`config.mk`:
```
export PLATFORM = sky130hd
export DESIGN_NAME = suspend_wake_sequencer
export DESIGN_NICKNAME = d
export VERILOG_FILES = /design/src/suspend_wake_pkg.sv /design/src/release_timer.sv /design/src/suspend_wake_sequencer.sv
export VERILOG_INCLUDE_DIRS = /design/src
export SDC_FILE = /design/constraint.sdc
export NUM_CORES = 1
export LEC_CHECK = 0
export ABC_AREA = 1
export BUFFER_PORTS_ARGS = -buffer_cell sky130_fd_sc_hd__clkbuf_2
export CORE_MARGIN = 10
export CORE_UTILIZATION = 35
export CTS_CLUSTER_SIZE = 20
export DETAILED_ROUTE_END_ITERATION = 12
export PLACE_DENSITY = 0.51
export SLEW_MARGIN = 20
export SYNTH_ARGS = -nofsm -noshare
export SYNTH_HDL_FRONTEND = slang
export SYNTH_SLANG_ARGS = --single-unit
```
`constraint.sdc`:
```
create_clock -name clk_sys -period 1.4 [get_ports clk_sys]
set_clock_uncertainty 0.05 [all_clocks]
set_input_delay 0.07 -clock clk_sys [delete_from_list [all_inputs] [get_ports clk_sys]]
set_output_delay 0.07 -clock clk_sys [all_outputs]
set_load 0.01 [all_outputs]
```
`src/suspend_wake_defines.svh`:
```
`ifndef SUSPEND_WAKE_DEFINES_SVH
`define SUSPEND_WAKE_DEFINES_SVH

// ----------------------------------------------------------------------
// System clock
// ----------------------------------------------------------------------
`define SYS_CLK_PERIOD_NS 20

// ----------------------------------------------------------------------
// Times in their own units
// ----------------------------------------------------------------------
`define T_STATUS_OUTPUT_A_FALL_NS 7
`define T_FILTER_TYP_NS 300
`define T_OUT_SUSPEND_NS 10
`define T_WRITE_LOCK_NS 5
`define T_INPUT_DISABLE_NS 340
`define T_WAKE_MIN_NS 4000
`define T_INPUT_ENABLE_MIN_NS 3700

// ----------------------------------------------------------------------
// Cycle counts derived from the times
// ----------------------------------------------------------------------
`define CYC_DOWN(ns) ((((ns) / `SYS_CLK_PERIOD_NS) < 1) ? 1 : \
  ((ns) / `SYS_CLK_PERIOD_NS))
`define CYC_UP(ns) (((ns) + `SYS_CLK_PERIOD_NS - 1) / `SYS_CLK_PERIOD_NS)
`define STATUS_OUTPUT_A_FALL_CYC `CYC_DOWN(`T_STATUS_OUTPUT_A_FALL_NS)
`define FILTER_CYC `CYC_DOWN(`T_FILTER_TYP_NS)
`define OUT_SUSPEND_CYC `CYC_DOWN(`T_OUT_SUSPEND_NS)
`define WRITE_LOCK_CYC `CYC_DOWN(`T_WRITE_LOCK_NS)
`define INPUT_DISABLE_CYC `CYC_DOWN(`T_INPUT_DISABLE_NS)
`define WAKE_CYC `CYC_UP(`T_WAKE_MIN_NS)
`define INPUT_ENABLE_CYC `CYC_UP(`T_INPUT_ENABLE_MIN_NS)

// ----------------------------------------------------------------------
// Release counts, widths, oscillator divider
// ----------------------------------------------------------------------
`define RELEASE_SHORT_CYC 1
`define RELEASE_LONG_CYC 512
`define RELEASE_CNT_W 10
`define SEQ_CNT_W 8
`define LOW_RUN_W 9
`define OSC_DIV_W 4
`define OSC_DIV_DEFAULT 3

`endif

```
`src/suspend_wake_pkg.sv`:
```
`include "suspend_wake_defines.svh"

package suspend_wake_pkg;

  // --------------------------------------------------------------------
  // Sequencer states
  // --------------------------------------------------------------------
  typedef enum logic [2:0] {
    ST_STATUS_OUTPUT_A     = 3'b000,
    ST_FILTER    = 3'b001,
    ST_ENTER     = 3'b010,
    ST_SUSPENDED = 3'b011,
    ST_EXIT      = 3'b100,
    ST_RELEASE   = 3'b101
  } seq_state_t;

  // --------------------------------------------------------------------
  // Carriers
  // --------------------------------------------------------------------
  typedef struct packed {
    logic glitch_filter_enable;
    logic wake_sequence_clock_select;
    logic write_release_cycle_count;
    logic output_release_cycle_count;
  } cfg_t;

  typedef struct packed {
    logic status_output_a;
    logic write_lock;
    logic outputs_suspended;
    logic inputs_disabled;
  } ctrl_t;

  // --------------------------------------------------------------------
  // Module state
  // --------------------------------------------------------------------
  typedef struct packed {
    logic busy;
    logic [`RELEASE_CNT_W-1:0] cnt;
    logic done;
  } rt_regs_t;

  typedef struct packed {
    logic sync_a;
    logic sync_b;
    logic req_prev;
    seq_state_t st;
    logic [`SEQ_CNT_W-1:0] cnt;
    logic [`OSC_DIV_W-1:0] div_cnt;
    logic [`LOW_RUN_W-1:0] low_run;
    ctrl_t ctrl;
  } seq_regs_t;

endpackage

```
`src/release_timer.sv`:
```
`timescale 1ns/10ps
`include "suspend_wake_defines.svh"

module release_timer #(
  parameter logic [`RELEASE_CNT_W-1:0] SHORT_COUNT =
    `RELEASE_CNT_W'(`RELEASE_SHORT_CYC),
  parameter logic [`RELEASE_CNT_W-1:0] LONG_COUNT =
    `RELEASE_CNT_W'(`RELEASE_LONG_CYC)
) (
  // Clock and reset
  input wire logic clk_sys,
  input wire logic rstn,
  // Control
  input wire logic start,
  input wire logic tick,
  input wire logic long_sel,
  // Result
  output logic done
);

  suspend_wake_pkg::rt_regs_t r_reg;
  suspend_wake_pkg::rt_regs_t r_next;
  logic [`RELEASE_CNT_W-1:0] last;

  // Last count value for the chosen length
  assign last = (long_sel ? LONG_COUNT : SHORT_COUNT) -
    `RELEASE_CNT_W'(1);

  // Count ticks after start, pulse done at the end
  always_comb begin
    r_next = r_reg;
    r_next.done = 1'b0;
    if (start) begin
      r_next.busy = 1'b1;
      r_next.cnt = '0;
    end else if (r_reg.busy && tick) begin
      if (r_reg.cnt == last) begin
        r_next.busy = 1'b0;
        r_next.done = 1'b1;
      end else begin
        r_next.cnt = r_reg.cnt + `RELEASE_CNT_W'(1);
      end
    end
  end

  // State register
  always_ff @(posedge clk_sys or negedge rstn) begin
    if (!rstn) begin
      r_reg <= '0;
    end else begin
      r_reg <= r_next;
    end
  end

  assign done = r_reg.done;

endmodule // release_timer

```
`src/suspend_wake_sequencer.sv`:
```
`timescale 1ns/10ps
`include "suspend_wake_defines.svh"

// Function
// Status_output_a falls one cycle after request rises
// Glitch filter delays entry response, except re-entry during exit
// Outputs take suspend behaviour after rise
// Writes to clocked storage locked promptly
// Inputs and interconnect disabled last, 340 ns
// Status_output_a rises at least 4 us after fall
// Inputs re-enabled at least 3.7 us after fall
// Write lock lifts 1 or 512 ticks later
// Outputs released 1 or 512 ticks later
// Stay suspended while request stays high
module suspend_wake_sequencer #(
  parameter int OSC_DIV = `OSC_DIV_DEFAULT
) (
  // Clock and reset
  input wire logic clk_sys,
  input wire logic rstn,
  // Suspend request pin, asynchronous
  input wire logic suspend_request,
  // Static configuration
  input suspend_wake_pkg::cfg_t cfg,
  // Sequencer outputs
  output suspend_wake_pkg::ctrl_t ctrl
);

  // --------------------------------------------------------------------
  // Constants
  // --------------------------------------------------------------------
  localparam int FILT_C = `FILTER_CYC;
  localparam int DIS_C = `INPUT_DISABLE_CYC;
  localparam int WAKE_C = `WAKE_CYC;
  localparam int EN_C = `INPUT_ENABLE_CYC;
  localparam int AF_C = `STATUS_OUTPUT_A_FALL_CYC;
  localparam int OS_C = `OUT_SUSPEND_CYC;
  localparam int WL_C = `WRITE_LOCK_CYC;
  localparam int LATE_C = WAKE_C + DIS_C + 4;
  localparam logic [`SEQ_CNT_W-1:0] FILT_END = `SEQ_CNT_W'(FILT_C - 2);
  localparam logic [`SEQ_CNT_W-1:0] DIS_END = `SEQ_CNT_W'(DIS_C - 2);
  localparam logic [`SEQ_CNT_W-1:0] WAKE_END = `SEQ_CNT_W'(WAKE_C - 2);
  localparam logic [`SEQ_CNT_W-1:0] EN_END = `SEQ_CNT_W'(EN_C - 2);

  // --------------------------------------------------------------------
  // Signals
  // --------------------------------------------------------------------
  suspend_wake_pkg::seq_regs_t r_reg;
  suspend_wake_pkg::seq_regs_t r_next;
  logic req;
  logic rise;
  logic osc_tick;
  logic rel_tick;
  logic start_rel;
  logic wr_done;
  logic out_done;

  assign req = r_reg.sync_b;
  assign rise = r_reg.sync_b & ~r_reg.req_prev;
  assign osc_tick = (r_reg.div_cnt == '0);
  assign rel_tick = cfg.wake_sequence_clock_select ? osc_tick : 1'b1;

  // Start of entry, through the filter or straight in
  function automatic suspend_wake_pkg::seq_regs_t begin_entry(
    input suspend_wake_pkg::seq_regs_t s, input logic filt);
    suspend_wake_pkg::seq_regs_t t;
    t = s;
    t.cnt = '0;
    if (filt) begin
      t.st = suspend_wake_pkg::ST_FILTER;
    end else begin
      t.st = suspend_wake_pkg::ST_ENTER;
      t.ctrl.status_output_a = 1'b0;
      t.ctrl.write_lock = 1'b1;
      t.ctrl.outputs_suspended = 1'b1;
    end
    return t;
  endfunction

  // --------------------------------------------------------------------
  // Sequencer
  // --------------------------------------------------------------------
  always_comb begin
    r_next = r_reg;
    start_rel = 1'b0;
    r_next.sync_a = suspend_request;
    r_next.sync_b = r_reg.sync_a;
    r_next.req_prev = r_reg.sync_b;
    if (r_reg.sync_b) begin
      r_next.low_run = '0;
    end else if (r_reg.low_run != '1) begin
      r_next.low_run = r_reg.low_run + `LOW_RUN_W'(1);
    end
    r_next.div_cnt = osc_tick ? `OSC_DIV_W'(OSC_DIV - 1) :
      r_reg.div_cnt - `OSC_DIV_W'(1);
    unique case (r_reg.st)
      suspend_wake_pkg::ST_STATUS_OUTPUT_A: begin
        if (rise) begin
          r_next = begin_entry(r_next, cfg.glitch_filter_enable);
        end
      end
      suspend_wake_pkg::ST_FILTER: begin
        if (!req) begin
          // Glitch: back where we were, restarting any release
          if (r_reg.ctrl.write_lock || r_reg.ctrl.outputs_suspended) begin
            r_next.st = suspend_wake_pkg::ST_RELEASE;
            start_rel = 1'b1;
          end else begin
            r_next.st = suspend_wake_pkg::ST_STATUS_OUTPUT_A;
          end
        end else if (r_reg.cnt == FILT_END) begin
          r_next = begin_entry(r_next, 1'b0);
        end else begin
          r_next.cnt = r_reg.cnt + `SEQ_CNT_W'(1);
        end
      end
      suspend_wake_pkg::ST_ENTER: begin
        if (r_reg.cnt == DIS_END) begin
          r_next.st = suspend_wake_pkg::ST_SUSPENDED;
          r_next.ctrl.inputs_disabled = 1'b1;
        end else begin
          r_next.cnt = r_reg.cnt + `SEQ_CNT_W'(1);
        end
      end
      suspend_wake_pkg::ST_SUSPENDED: begin
        // Hold everything until the request falls
        if (!req) begin
          r_next.st = suspend_wake_pkg::ST_EXIT;
          r_next.cnt = '0;
        end
      end
      suspend_wake_pkg::ST_EXIT: begin
        if (req) begin
          // Request back before wake: suspend again
          r_next.st = suspend_wake_pkg::ST_ENTER;
          r_next.cnt = '0;
        end else begin
          r_next.cnt = r_reg.cnt + `SEQ_CNT_W'(1);
          if (r_reg.cnt == EN_END) begin
            r_next.ctrl.inputs_disabled = 1'b0;
          end
          if (r_reg.cnt == WAKE_END) begin
            r_next.ctrl.status_output_a = 1'b1;
            r_next.st = suspend_wake_pkg::ST_RELEASE;
            start_rel = 1'b1;
          end
        end
      end
      suspend_wake_pkg::ST_RELEASE: begin
        if (rise) begin
          r_next = begin_entry(r_next, cfg.glitch_filter_enable);
        end else begin
          if (wr_done) begin
            r_next.ctrl.write_lock = 1'b0;
          end
          if (out_done) begin
            r_next.ctrl.outputs_suspended = 1'b0;
          end
          if (!r_next.ctrl.write_lock && !r_next.ctrl.outputs_suspended) begin
            r_next.st = suspend_wake_pkg::ST_STATUS_OUTPUT_A;
          end
        end
      end
      default: begin
        r_next.st = suspend_wake_pkg::ST_STATUS_OUTPUT_A;
      end
    endcase
  end

  // State register, status_output_a after reset
  always_ff @(posedge clk_sys or negedge rstn) begin
    if (!rstn) begin
      r_reg <= '0;
      r_reg.ctrl.status_output_a <= 1'b1;
    end else begin
      r_reg <= r_next;
    end
  end

  assign ctrl = r_reg.ctrl;

  // --------------------------------------------------------------------
  // Release timers
  // --------------------------------------------------------------------
  release_timer u_write_release (
    .clk_sys(clk_sys),
    .rstn(rstn),
    .start(start_rel),
    .tick(rel_tick),
    .long_sel(cfg.write_release_cycle_count),
    .done(wr_done)
  );

  release_timer u_output_release (
    .clk_sys(clk_sys),
    .rstn(rstn),
    .start(start_rel),
    .tick(rel_tick),
    .long_sel(cfg.output_release_cycle_count),
    .done(out_done)
  );
endmodule // suspend_wake_sequencer

```
After elaboration in Yosys (flattened, before gate mapping)

Cells that the tools add are included.

$add $sub $neg: 7
Equal/unequal tests: 27
Muxes and demuxes: 60
Bitwise gates (word level): 4
Reductions and logical operators: 25

Operators by type and width:

| kind                  | count |
|---|---|
| $pmux 8 s6            | 1 |
| $mux 11               | 4 |
| $mux 10               | 4 |
| $pmux 13 s3           | 1 |
| $mux 28               | 1 |
| $mux 25               | 1 |
| $mux 12               | 2 |
| $mux 3                | 8 |
| $ne 2x2->1 const B    | 12 |
| $mux 1                | 23 |
| $mux 22               | 1 |
| $add 10x1->10 const B | 2 |
| $eq 10x10->1          | 2 |
| $sub 10x1->10 const B | 2 |
| $mux 9                | 2 |
| $pmux 3 s6            | 1 |
| $reduce_and 6->1      | 3 |
| $eq 8x4->1 const B    | 2 |
| $eq 8x8->1 const B    | 2 |
| $mux 8                | 2 |
| $reduce_bool 2->1     | 5 |
| $add 9x1->9 const B   | 1 |
| $ne 3x3->1 const B    | 3 |
| $ne 9x9->1 const B    | 1 |
| 23 further kinds      | 37 |

Register bits after elaboration: 55
Output and inout port bits: 4
Logic and storage cells: 140

Depth between registers and ports, before layout

Gate-level depths: netlist (run 1).

Depth in word-level cells: 9
Mapped depth: 12
Depth with buffers taken out: 12

Hierarchy

From an unflattened synthesis (run 1), not the netlist that was laid out.

Cell total of the unflattened synthesis: 432
Area total of the unflattened synthesis: 3084.2 µm²

By module, submodules not included:

| module                 | times used | cells an instance | area each (µm²) |
|---|---|---|---|
| suspend_wake_sequencer | 1          | 226               | 1595.3 |
| release_timer          | 2          | 103               | 744.5 |

Least setup slack after synthesis (run 1)

No wires, ideal clock.

Kind: register -> register
Start point: reg r_reg[13] (netlist name)
End point: reg u_write_release.r_reg[5] (netlist name)
Library setup time: 0.065 ns
Arrival: 1.459 ns
Required time: 1.285 ns
Setup slack: -0.174 ns
Cell stages (with the launch flop): 10
Path buffers: 0
Cells stage by stage: dfrtp_1 inv_1 ha_1 nand2_1 nor2_1 o21ai_0 inv_1 nand2_4 nand3_1 nand2_1

Word-level cells in the longest chain between the ends: 5

Ends and longest elaborated chain:

| what                               | RTL line                      | text |
|---|---|---|
| start, declared                    | suspend_wake_sequencer.sv:48  | `suspend_wake_pkg::seq_regs_t r_reg;` |
| start signal, assigned             | suspend_wake_sequencer.sv:176 | `r_reg <= r_next;` |
| $logic_not 4->1                    | suspend_wake_sequencer.sv:60  | `assign osc_tick = (r_reg.div_cnt == '0);` |
| $mux 1                             | suspend_wake_sequencer.sv:61  | `assign rel_tick = cfg.wake_sequence_clock_select ? osc_tick : 1'b1;` |
| $logic_and 1x1->1                  | release_timer.sv:36           | `end else if (r_reg.busy && tick) begin` |
| $reduce_bool 2->1 (no source line) | -                             |  |
| $reduce_and 2->1 (no source line)  | -                             |  |
| end signal, assigned               | release_timer.sv:51           | `r_reg <= r_next;` |
| end, declared                      | release_timer.sv:21           | `suspend_wake_pkg::rt_regs_t r_reg;` |

Every way passes these cells.
A chain may end at the register's enable or synchronous reset.

Worst setup path in the final report (run 1)

Start point: reg r_reg[17] (netlist name)
End point: reg u_output_release.r_reg[1] (netlist name)

Word-level cells in the longest chain between the ends: 6

Ends and longest elaborated chain:

| what                                                             | RTL line                      | text |
|---|---|---|
| $eq 8x8->1 *                                                     | suspend_wake_sequencer.sv:142 | `if (r_reg.cnt == WAKE_END) begin` |
| $mux 1 *                                                         | suspend_wake_sequencer.sv:142 |  |
| $mux 1 *                                                         | suspend_wake_sequencer.sv:133 | `if (req) begin` |
| $pmux 1 s2 *                                                     | suspend_wake_sequencer.sv:96  | `unique case (r_reg.st)` |
| $ne 2x2->1 (no source line) or $reduce_bool 2->1 (tied branches) | -                             |  |
| $reduce_and 2->1 (no source line)                                | -                             |  |
| end signal, assigned                                             | release_timer.sv:51           |  |
| end, declared                                                    | release_timer.sv:21           |  |

Every way passes the cells marked *; elsewhere a longest branch is shown, timed or not.

==> flow_summary.toml, run 1 <==
[outcome]
outcome = "finished with violations"
violations = "setup timing"

[routing]
drt_iter0_markers = 154
num_vias = 3140
wl_um = 8180
wl_per_cell_um = 12.4
via_per_inst = 4.75
drc_errors = 0
postRouteAntennaNets = 0
firstDrtPassIters = 4

[logic_synthesis]
synth_area_um2 = 3180
ys_types = 30
synth_cells = 463
ys_seq_area_share_pct = 36.3
synth_fp_nets = 476
yosys.area.top_type = "dfrtp_1"
yosys_register_bits = 46
syn_avg_cell_area_um2 = 6.86
ys_warn_count = 0
synth_top_cell_area_share_pct = 35.4
yosys-top-cells-area = "dfrtp_1 35%, nand2_1 15%, nand3_1 11%, inv_1 7.3%, nor2_1 6.1%"

[timing]
max_freq_ghz = 0.620
setup_slack_ps = -212
maxSlewViolCount = 0
min_period_ps = 1610
slew-limit-headroom_pct = 81.3
finalSetupViolations = 39
rsz0062_at_grt = "yes"
tightestPinTransition_ps = 278
finalCritPeriodShare_pct = 115
hold_violations = 0

[grt]
grt.total_usage_pct = 12.6
grt_overflow_total = 0
grt_pass1_wl_um = 14200
grt_pass1_vias = 3135
grt_antenna_before_repair = 0
grt_start_max_net_pins = 47

[setup_path]
cpMostUsedCell = "inv_2"
path_class = "register to register"
regToRegSetupSlack_ps = -210
reg2regPathDepth = 10
cp_slowest_stage_delay_ps = 440
cp_max_fo = 17
r2r_start = "r_reg[17]"
crit_slowest_cell = "dfrtp_1"
crit_path_cell_trace = "inv_2, ha_4, nand2_2, inv_2, nand2_4, nor2_4, a21oi_4, clkbuf_16, nand3_1, nand2_1"
cp.arrival_ps = 1750
reg2reg_to = "u_output_release.r_reg[1]"
startpoint_type = "register"
cp.required_ps = 1540
cp-end-kind = "register"

[placement]
dp.cells = 645
place_congestion = 0.832
dp_hpwl_um = 5970
numPortBuffers = 10
pre_cts_ws_ps = -232

[min_path]
min_from = "cfg[3]"
hold_end = "r_reg[25]"
hold_path_depth = 5
worst_hold_path_type = "input port to register"

[floorplan]
pin_count = 11
row_count = 34
initial_core_util_pct = 36.3
core_um2 = 8760
chipWidth_um = 115
fp.dieH_um = 115
die_area_um2 = 13300

[power_and_ir_drop]
ir_drop_uv = 724
p_per_area_nw_per_um2 = 1520
p_leak_nw = 2.33

[clock_network]
clock_latency_ps = 300
cts_inserted_buffers = 5
clkTransAtPathRegs_ps = 90
cts-root-buf = "clkbuf_8"
cts_tree = "built"
clk_path_buf_depth = 2
cts.sinks = 46
htree_levels = 2

[cells_and_area]
final_cell_mix = "121 x nand2_1, 73 x buf_4, 56 x inv_1"
final_common_cell = "nand2_1"
drive_gt1_share_pct = 33.3
fillers = 858
instances_no_fill = 661
largest_reg_flops = 17
area_growth_pct = 37.8
final_nets = 565
antenna_cells = 0

[run]
max_cap_viol_count = 0
final cells by class:
| class | count | area [µm²] | share of cell area (%) |
|---|---|---|---|
| Clock inverter | 1 | 30.0 | 0.686 |
| Tap cell | 108 | 135 | 3.09 |
| Multi-Input combinational cell | 336 | 1910 | 43.7 |
| Timing Repair Buffer | 96 | 808 | 18.5 |
| Sequential cell | 46 | 1160 | 26.5 |
| Inverter | 67 | 254 | 5.80 |
| Clock buffer | 7 | 76.3 | 1.74 |
cells by family after synthesis:
kind of cell / count (synthesis) / synth area share [%]
flops: 46 / 36.3
simple gates: 298 / 42.8
fa+ha+maj: 6 / 2.36
compound gates: 22 / 4.21
xor+xnor: 10 / 2.76
buf+inv: 81 / 11.6
worst max-delay path, delay by kind of cell, from the launching register on:
family	cells	cell delay [ps]
flip-flops	1	440
buffers and inverters	3	370
AND/OR/NAND/NOR	5	410
adder cells (fa/ha/maj)	1	130
AO/OA/AOI/OAI	1	100
stage by stage:
stage / util (%) / power (mW) / hold slack, ps / TNS, ps / instance area (µm²)
global placement: 45.7 / 5.26 / 34.8 / -5790 / 4000
floorplan: - / 3.90 / -276 / -2170 / 3270
CTS: 48.4 / 6.46 / 147 / -5660 / 4240
finish: 49.9 / 6.63 / 184 / -6030 / 4380
detailed placement: 45.7 / 5.28 / 33.1 / -6660 / 4000
global route: 49.9 / 7.20 / 187 / -9810 / 4380
worst max path at each step:
stage | slack (ps) | cells after the start | start | end
after detailed placement | -230 | 10 | r_reg[13] | u_output_release.r_reg[8]
after global routing | -300 | 10 | r_reg[17] | u_write_release.r_reg[10]
final | -210 | 10 | r_reg[17] | u_output_release.r_reg[1]
after CTS | -180 | 10 | r_reg[17] | u_write_release.r_reg[10]
after global placement | -220 | 10 | r_reg[13] | u_output_release.r_reg[5]
after floorplan | -100 | 10 | r_reg[17] | u_output_release.r_reg[5]
report_power, final:
part	switching (mW)	total, mW	internal [mW]	leakage, nW
clock network	0.456	0.991	0.535	0.0524
registers	0.324	1.94	1.61	0.589
logic	1.99	3.71	1.72	1.68
cells in the mapped netlist:
cell type  instances
dfrtp_1           45
nand3_2            1
o211ai_1           1
a22oi_1            2
nor2_2             7
nand4_1           17
nor3_1             3
ha_1               6
nand2_2            8
inv_2              4
o21ai_1            3
nand3b_1           5
nand2_1          130
o21bai_1           2
o21ai_0           10
and2_1             1
xnor2_1            1
nand3_1           68
a21oi_1            3
nor2_4             3
buf_6              5
a21oi_4            1
dfstp_2            1
inv_1             62
nand2_4            3
nor2_1            52
xor2_1             9
buf_2              4
buf_4              5
inv_4              1
what timing repair did:
item / in CTS / in global routing
hold buffers: 2 / 0
endpoints found under the hold margin: 47 / 0
setup endpoints to repair: 39 / 40
buffers inserted: 4 / 1
cloned: 0 / 1
gates resized for setup: 24 / 34
pin swaps: 5 / 20
layer usage:
layer	track usage [%]	up-vias	part of all wire, %
li1	-	1642	-
met1	16.5	1454	48
met2	21.0	34	48
met3	2.29	10	3.2
met4	3.30	0	1.1
met5	0	-	0
No activity file was read; power rests on OpenSTA's default activity.
==> inputs of run 2 (changes only) <==
--- a/config.mk
+++ b/config.mk
@@ -7,12 +7,14 @@
 export NUM_CORES = 1
 export LEC_CHECK = 0
 export ABC_AREA = 1
-export BUFFER_PORTS_ARGS = -buffer_cell sky130_fd_sc_hd__clkbuf_2
+export BUFFER_PORTS_ARGS = -buffer_cell sky130_fd_sc_hd__buf_2
 export CORE_MARGIN = 10
 export CORE_UTILIZATION = 35
 export CTS_CLUSTER_SIZE = 20
 export DETAILED_ROUTE_END_ITERATION = 12
+export GPL_ROUTABILITY_DRIVEN = 1
 export PLACE_DENSITY = 0.51
+export SKIP_CTS_REPAIR_TIMING = 1
 export SLEW_MARGIN = 20
 export SYNTH_ARGS = -nofsm -noshare
 export SYNTH_HDL_FRONTEND = slang
==> flow_summary.toml, run 2 (same netlist as run 1, synthesis figures left out) <==
[outcome]
outcome = "finished with violations"
violations = "setup timing"

[timing]
hold_violations = 0
finalSetupViolations = 39
tns_ps = -6570
slew-limit-headroom_pct = 82.3
finalCritPeriodShare_pct = 116
tightestPinTransition_ps = 263
min_period_ps = 1630
setup_slack_ps = -228
rsz0062_at_grt = "yes"
max_freq_ghz = 0.614
maxSlewViolCount = 0

[floorplan]
pin_count = 11
initial_core_util_pct = 36.3
core_um2 = 8760
chipWidth_um = 115
row_count = 34
die_area_um2 = 13300
fp.dieH_um = 115

[cells_and_area]
final_cell_mix = "125 x nand2_1, 75 x buf_4, 56 x inv_1"
final_nets = 570
area_growth_pct = 39.0
final_common_cell = "nand2_1"
largest_reg_flops = 17
drive_gt1_share_pct = 32.8
antenna_cells = 0

[clock_network]
cts_inserted_buffers = 5
clk_path_buf_depth = 2
clkTransAtPathRegs_ps = 100
cts_tree = "built"
cts.sinks = 46
clock_latency_ps = 310
htree_levels = 2
cts-root-buf = "clkbuf_8"

[power_and_ir_drop]
p_leak_nw = 2.38
power_mw = 6.72
p_per_area_nw_per_um2 = 1520
ir_drop_uv = 555

[setup_path]
reg2regPathDepth = 11
reg2reg_to = "u_output_release.r_reg[2]"
cp.required_ps = 1550
path_class = "register to register"
cp_max_fo = 5
r2r_start = "r_reg[17]"
startpoint_type = "register"
cp-end-kind = "register"
regToRegSetupSlack_ps = -230
cp.arrival_ps = 1780

[routing]
wl_per_cell_um = 12.4
drc_errors = 0
drt_iter0_markers = 158
firstDrtPassIters = 4
wl_um = 8260
postRouteAntennaNets = 0
via_per_inst = 4.74
num_vias = 3154

[min_path]
hold_path_depth = 5
hold_end = "r_reg[25]"
min_from = "cfg[3]"
worst_hold_path_type = "input port to register"

[grt]
grt_start_max_net_pins = 47
grt_overflow_total = 0
grt_pass1_vias = 3154
grt_antenna_before_repair = 0
grt.total_usage_pct = 12.4
grt_pass1_wl_um = 14000

[run]
max_cap_viol_count = 0

[placement]
place_congestion = 0.838
numPortBuffers = 10
dp_hpwl_um = 5910
run 2: routing by layer:
metal | track usage, % | wire (µm) | up-vias
met5 | 0 | 0 | -
met4 | 3.05 | 78 | 0
met3 | 2.14 | 221 | 6
met2 | 21.7 | 3990 | 37
met1 | 15.4 | 3970 | 1456
li1 | - | - | 1655
run 2: where the power goes:
part           internal (mW)  total (mW)  leakage (nW)  switching (mW)
clock                  0.584        1.09        0.0585           0.505
sequential              1.60        1.91         0.594           0.304
combinational           1.73        3.72          1.72            1.99
run 2: critical path: stages, from the launching register on:
cell	delay [ps]
dfrtp_1	430
inv_2	90
ha_4	130
nand2_2	40
inv_2	50
nand2_2	60
nor2_4	170
a21oi_4	100
buf_12	140
clkbuf_16	150
nand3_2	70
nand2_1	40
run 2: how the worst max path moves through the flow:
stage                     startpoint                   endpoint  slack, ps  cells after the start
final                      r_reg[17]  u_output_release.r_reg[2]       -230                     11
after detailed placement   r_reg[13]  u_output_release.r_reg[5]       -240                     10
after global routing       r_reg[17]  u_output_release.r_reg[2]       -300                     11
after global placement     r_reg[13]  u_output_release.r_reg[5]       -220                     10
after floorplan            r_reg[17]  u_output_release.r_reg[5]       -100                     10
after CTS                  r_reg[14]  u_output_release.r_reg[5]       -270                     10
run 2: final cells by class:
| cell class | instances | area (µm²) |
|---|---|---|
| fillers | 840 | 4350 |
| multi-input cells | 337 | 1900 |
| flip-flops and latches | 46 | 1150 |
| repair buffers | 100 | 855 |
| inverters | 67 | 254 |
| well taps | 108 | 135 |
| clock buffers | 7 | 86.3 |
| clock inverters | 1 | 30.0 |
run 2: per-stage QoR:
stage	utilization [%]	worst slack [ps]	hold WS, ps	cells	area, µm²
after floorplan	-	-100	-276	463	3270
after global placement	45.6	-221	28.8	644	3990
after detailed placement	45.6	-238	26.4	644	3990
after CTS	46.9	-265	-318	652	4110
after global routing	50.4	-303	153	666	4420
final	50.4	-228	137	666	4420
==> inputs of run 3 (changes only) <==
--- a/config.mk
+++ b/config.mk
@@ -8,12 +8,13 @@
 export LEC_CHECK = 0
 export ABC_AREA = 1
 export BUFFER_PORTS_ARGS = -buffer_cell sky130_fd_sc_hd__buf_2
+export CAP_MARGIN = 20
 export CORE_MARGIN = 10
 export CORE_UTILIZATION = 35
 export CTS_CLUSTER_SIZE = 20
 export DETAILED_ROUTE_END_ITERATION = 12
 export GPL_ROUTABILITY_DRIVEN = 1
-export PLACE_DENSITY = 0.51
+export PLACE_DENSITY = 0.49
 export SKIP_CTS_REPAIR_TIMING = 1
 export SLEW_MARGIN = 20
 export SYNTH_ARGS = -nofsm -noshare
==> constraint.sdc (replaced) <==
create_clock -name clk_sys -period 1.9 [get_ports clk_sys]
set_clock_uncertainty 0.05 [all_clocks]
set_input_delay 0.095 -clock clk_sys [delete_from_list [all_inputs] [get_ports clk_sys]]
set_output_delay 0.095 -clock clk_sys [all_outputs]
set_load 0.01 [all_outputs]
==> flow_summary.toml, run 3 (same netlist as run 1, synthesis figures left out) <==
[outcome]
outcome = "finished clean"

[timing]
slew-limit-headroom_pct = 77.0
maxSlewViolCount = 0
min_period_ps = 1740
tightestPinTransition_ps = 345
tns_ps = 0
hold_violations = 0
max_freq_ghz = 0.576
finalCritPeriodShare_pct = 91.4
finalSetupViolations = 0
rsz0062_at_grt = "no"

[routing]
wl_per_cell_um = 12.0
num_vias = 2845
drt_iter0_markers = 145
postRouteAntennaNets = 0
via_per_inst = 4.86
drc_errors = 0
wl_um = 7030
firstDrtPassIters = 4

[floorplan]
fp.dieH_um = 115
die_area_um2 = 13300
row_count = 34
core_um2 = 8760
pin_count = 11
chipWidth_um = 115
initial_core_util_pct = 36.3

[cells_and_area]
final_cell_mix = "130 x nand2_1, 68 x nand3_1, 62 x inv_1"
final_cell_area_um2 = 3450
final_nets = 489
antenna_cells = 0
fillers = 934
drive_gt1_share_pct = 12.2
area_growth_pct = 8.74
final_common_cell = "nand2_1"
largest_reg_flops = 17

[clock_network]
clkTransAtPathRegs_ps = 90
cts_tree = "built"
cts-root-buf = "clkbuf_8"
clk_path_buf_depth = 2
cts_inserted_buffers = 5
cts.sinks = 46
htree_levels = 2
clock_latency_ps = 300

[grt]
grt.total_usage_pct = 11.1
grt_pass1_vias = 2676
grt_start_max_net_pins = 35
grt_pass1_wl_um = 12400
grt_antenna_before_repair = 0
grt_overflow_total = 0

[placement]
dp_hpwl_um = 5270
place_congestion = 0.846
numPortBuffers = 10
placed_cell_area_um2 = 3330

[setup_path]
cp.required_ps = 2060
cp.arrival_ps = 1890
path_class = "register to register"
startpoint_type = "register"
cp_max_fo = 8
cp-end-kind = "register"

[min_path]
worst_hold_path_type = "input port to register"

[power_and_ir_drop]
p_leak_nw = 1.90
p_per_area_nw_per_um2 = 1100
ir_drop_uv = 453

[run]
max_cap_viol_count = 0
-- run 3: per-layer routing --
layer  vias to the layer above  GRT usage [%]  wire length [µm]
li1                       1485              -                 -
met1                      1308           14.0              3300
met2                        43           18.6              3400
met3                         9           2.08               257
met4                         0           3.22                74
met5                         -              0                 0
-- run 3: layout make-up --
type / instances / area [µm²] / area share (%)
Clock buffer: 7 / 86.3 / 2.50
Clock inverter: 1 / 5.00 / 0.145
Inverter: 67 / 254 / 7.35
Multi-Input combinational cell: 336 / 1670 / 48.2
Sequential cell: 46 / 1150 / 33.4
Tap cell: 108 / 135 / 3.91
Timing Repair Buffer: 20 / 155 / 4.49
-- run 3: per-stage QoR --
stage / util (%) / std cells / hold WS, ps / worst slack, ps / total power, mW
6_report: 39.4 / 585 / 134 / 163 / 3.79
5_1_grt: 39.4 / 585 / 191 / 14.3 / 4.17
4_1_cts: 39.1 / 583 / -365 / 99.7 / 3.84
3_5_place_dp: 38.0 / 575 / -28.2 / 125 / 3.18
3_3_place_gp: 38.0 / 575 / -29.3 / 110 / 3.17
2_1_floorplan: - / 463 / -251 / 326 / 2.81
-- run 3: worst paths after layout --
path / start / end / slack (ps) / cells after the start
hold / removal: cfg[3] / r_reg[25] / 130 / 5
min in group asynchronous: rstn / r_reg[27] / 170 / 2
setup reg to reg: r_reg[17] / u_write_release.r_reg[11] / 160 / 12
max in group asynchronous: rstn / ctrl[3] / 1080 / 3
setup / recovery: r_reg[17] / u_write_release.r_reg[11] / 160 / 12
hold reg to reg: r_reg[30] / req / 310 / 0
-- run 3: critical path, cell delays in order, from the launching register on --
cell,delay [ps]
dfrtp_1,450
inv_1,100
ha_1,200
nand2_1,50
inv_1,40
nand2_1,80
nor2_2,70
nand2_1,100
nand2_2,90
nor2_4,220
inv_2,50
nor2_2,110
nor2_2,40
-- run 3: where the power goes --
part	total (mW)	internal, mW	switching [mW]
sequential	1.45	1.18	0.274
combinational	1.70	0.591	1.11
clock	0.633	0.294	0.339
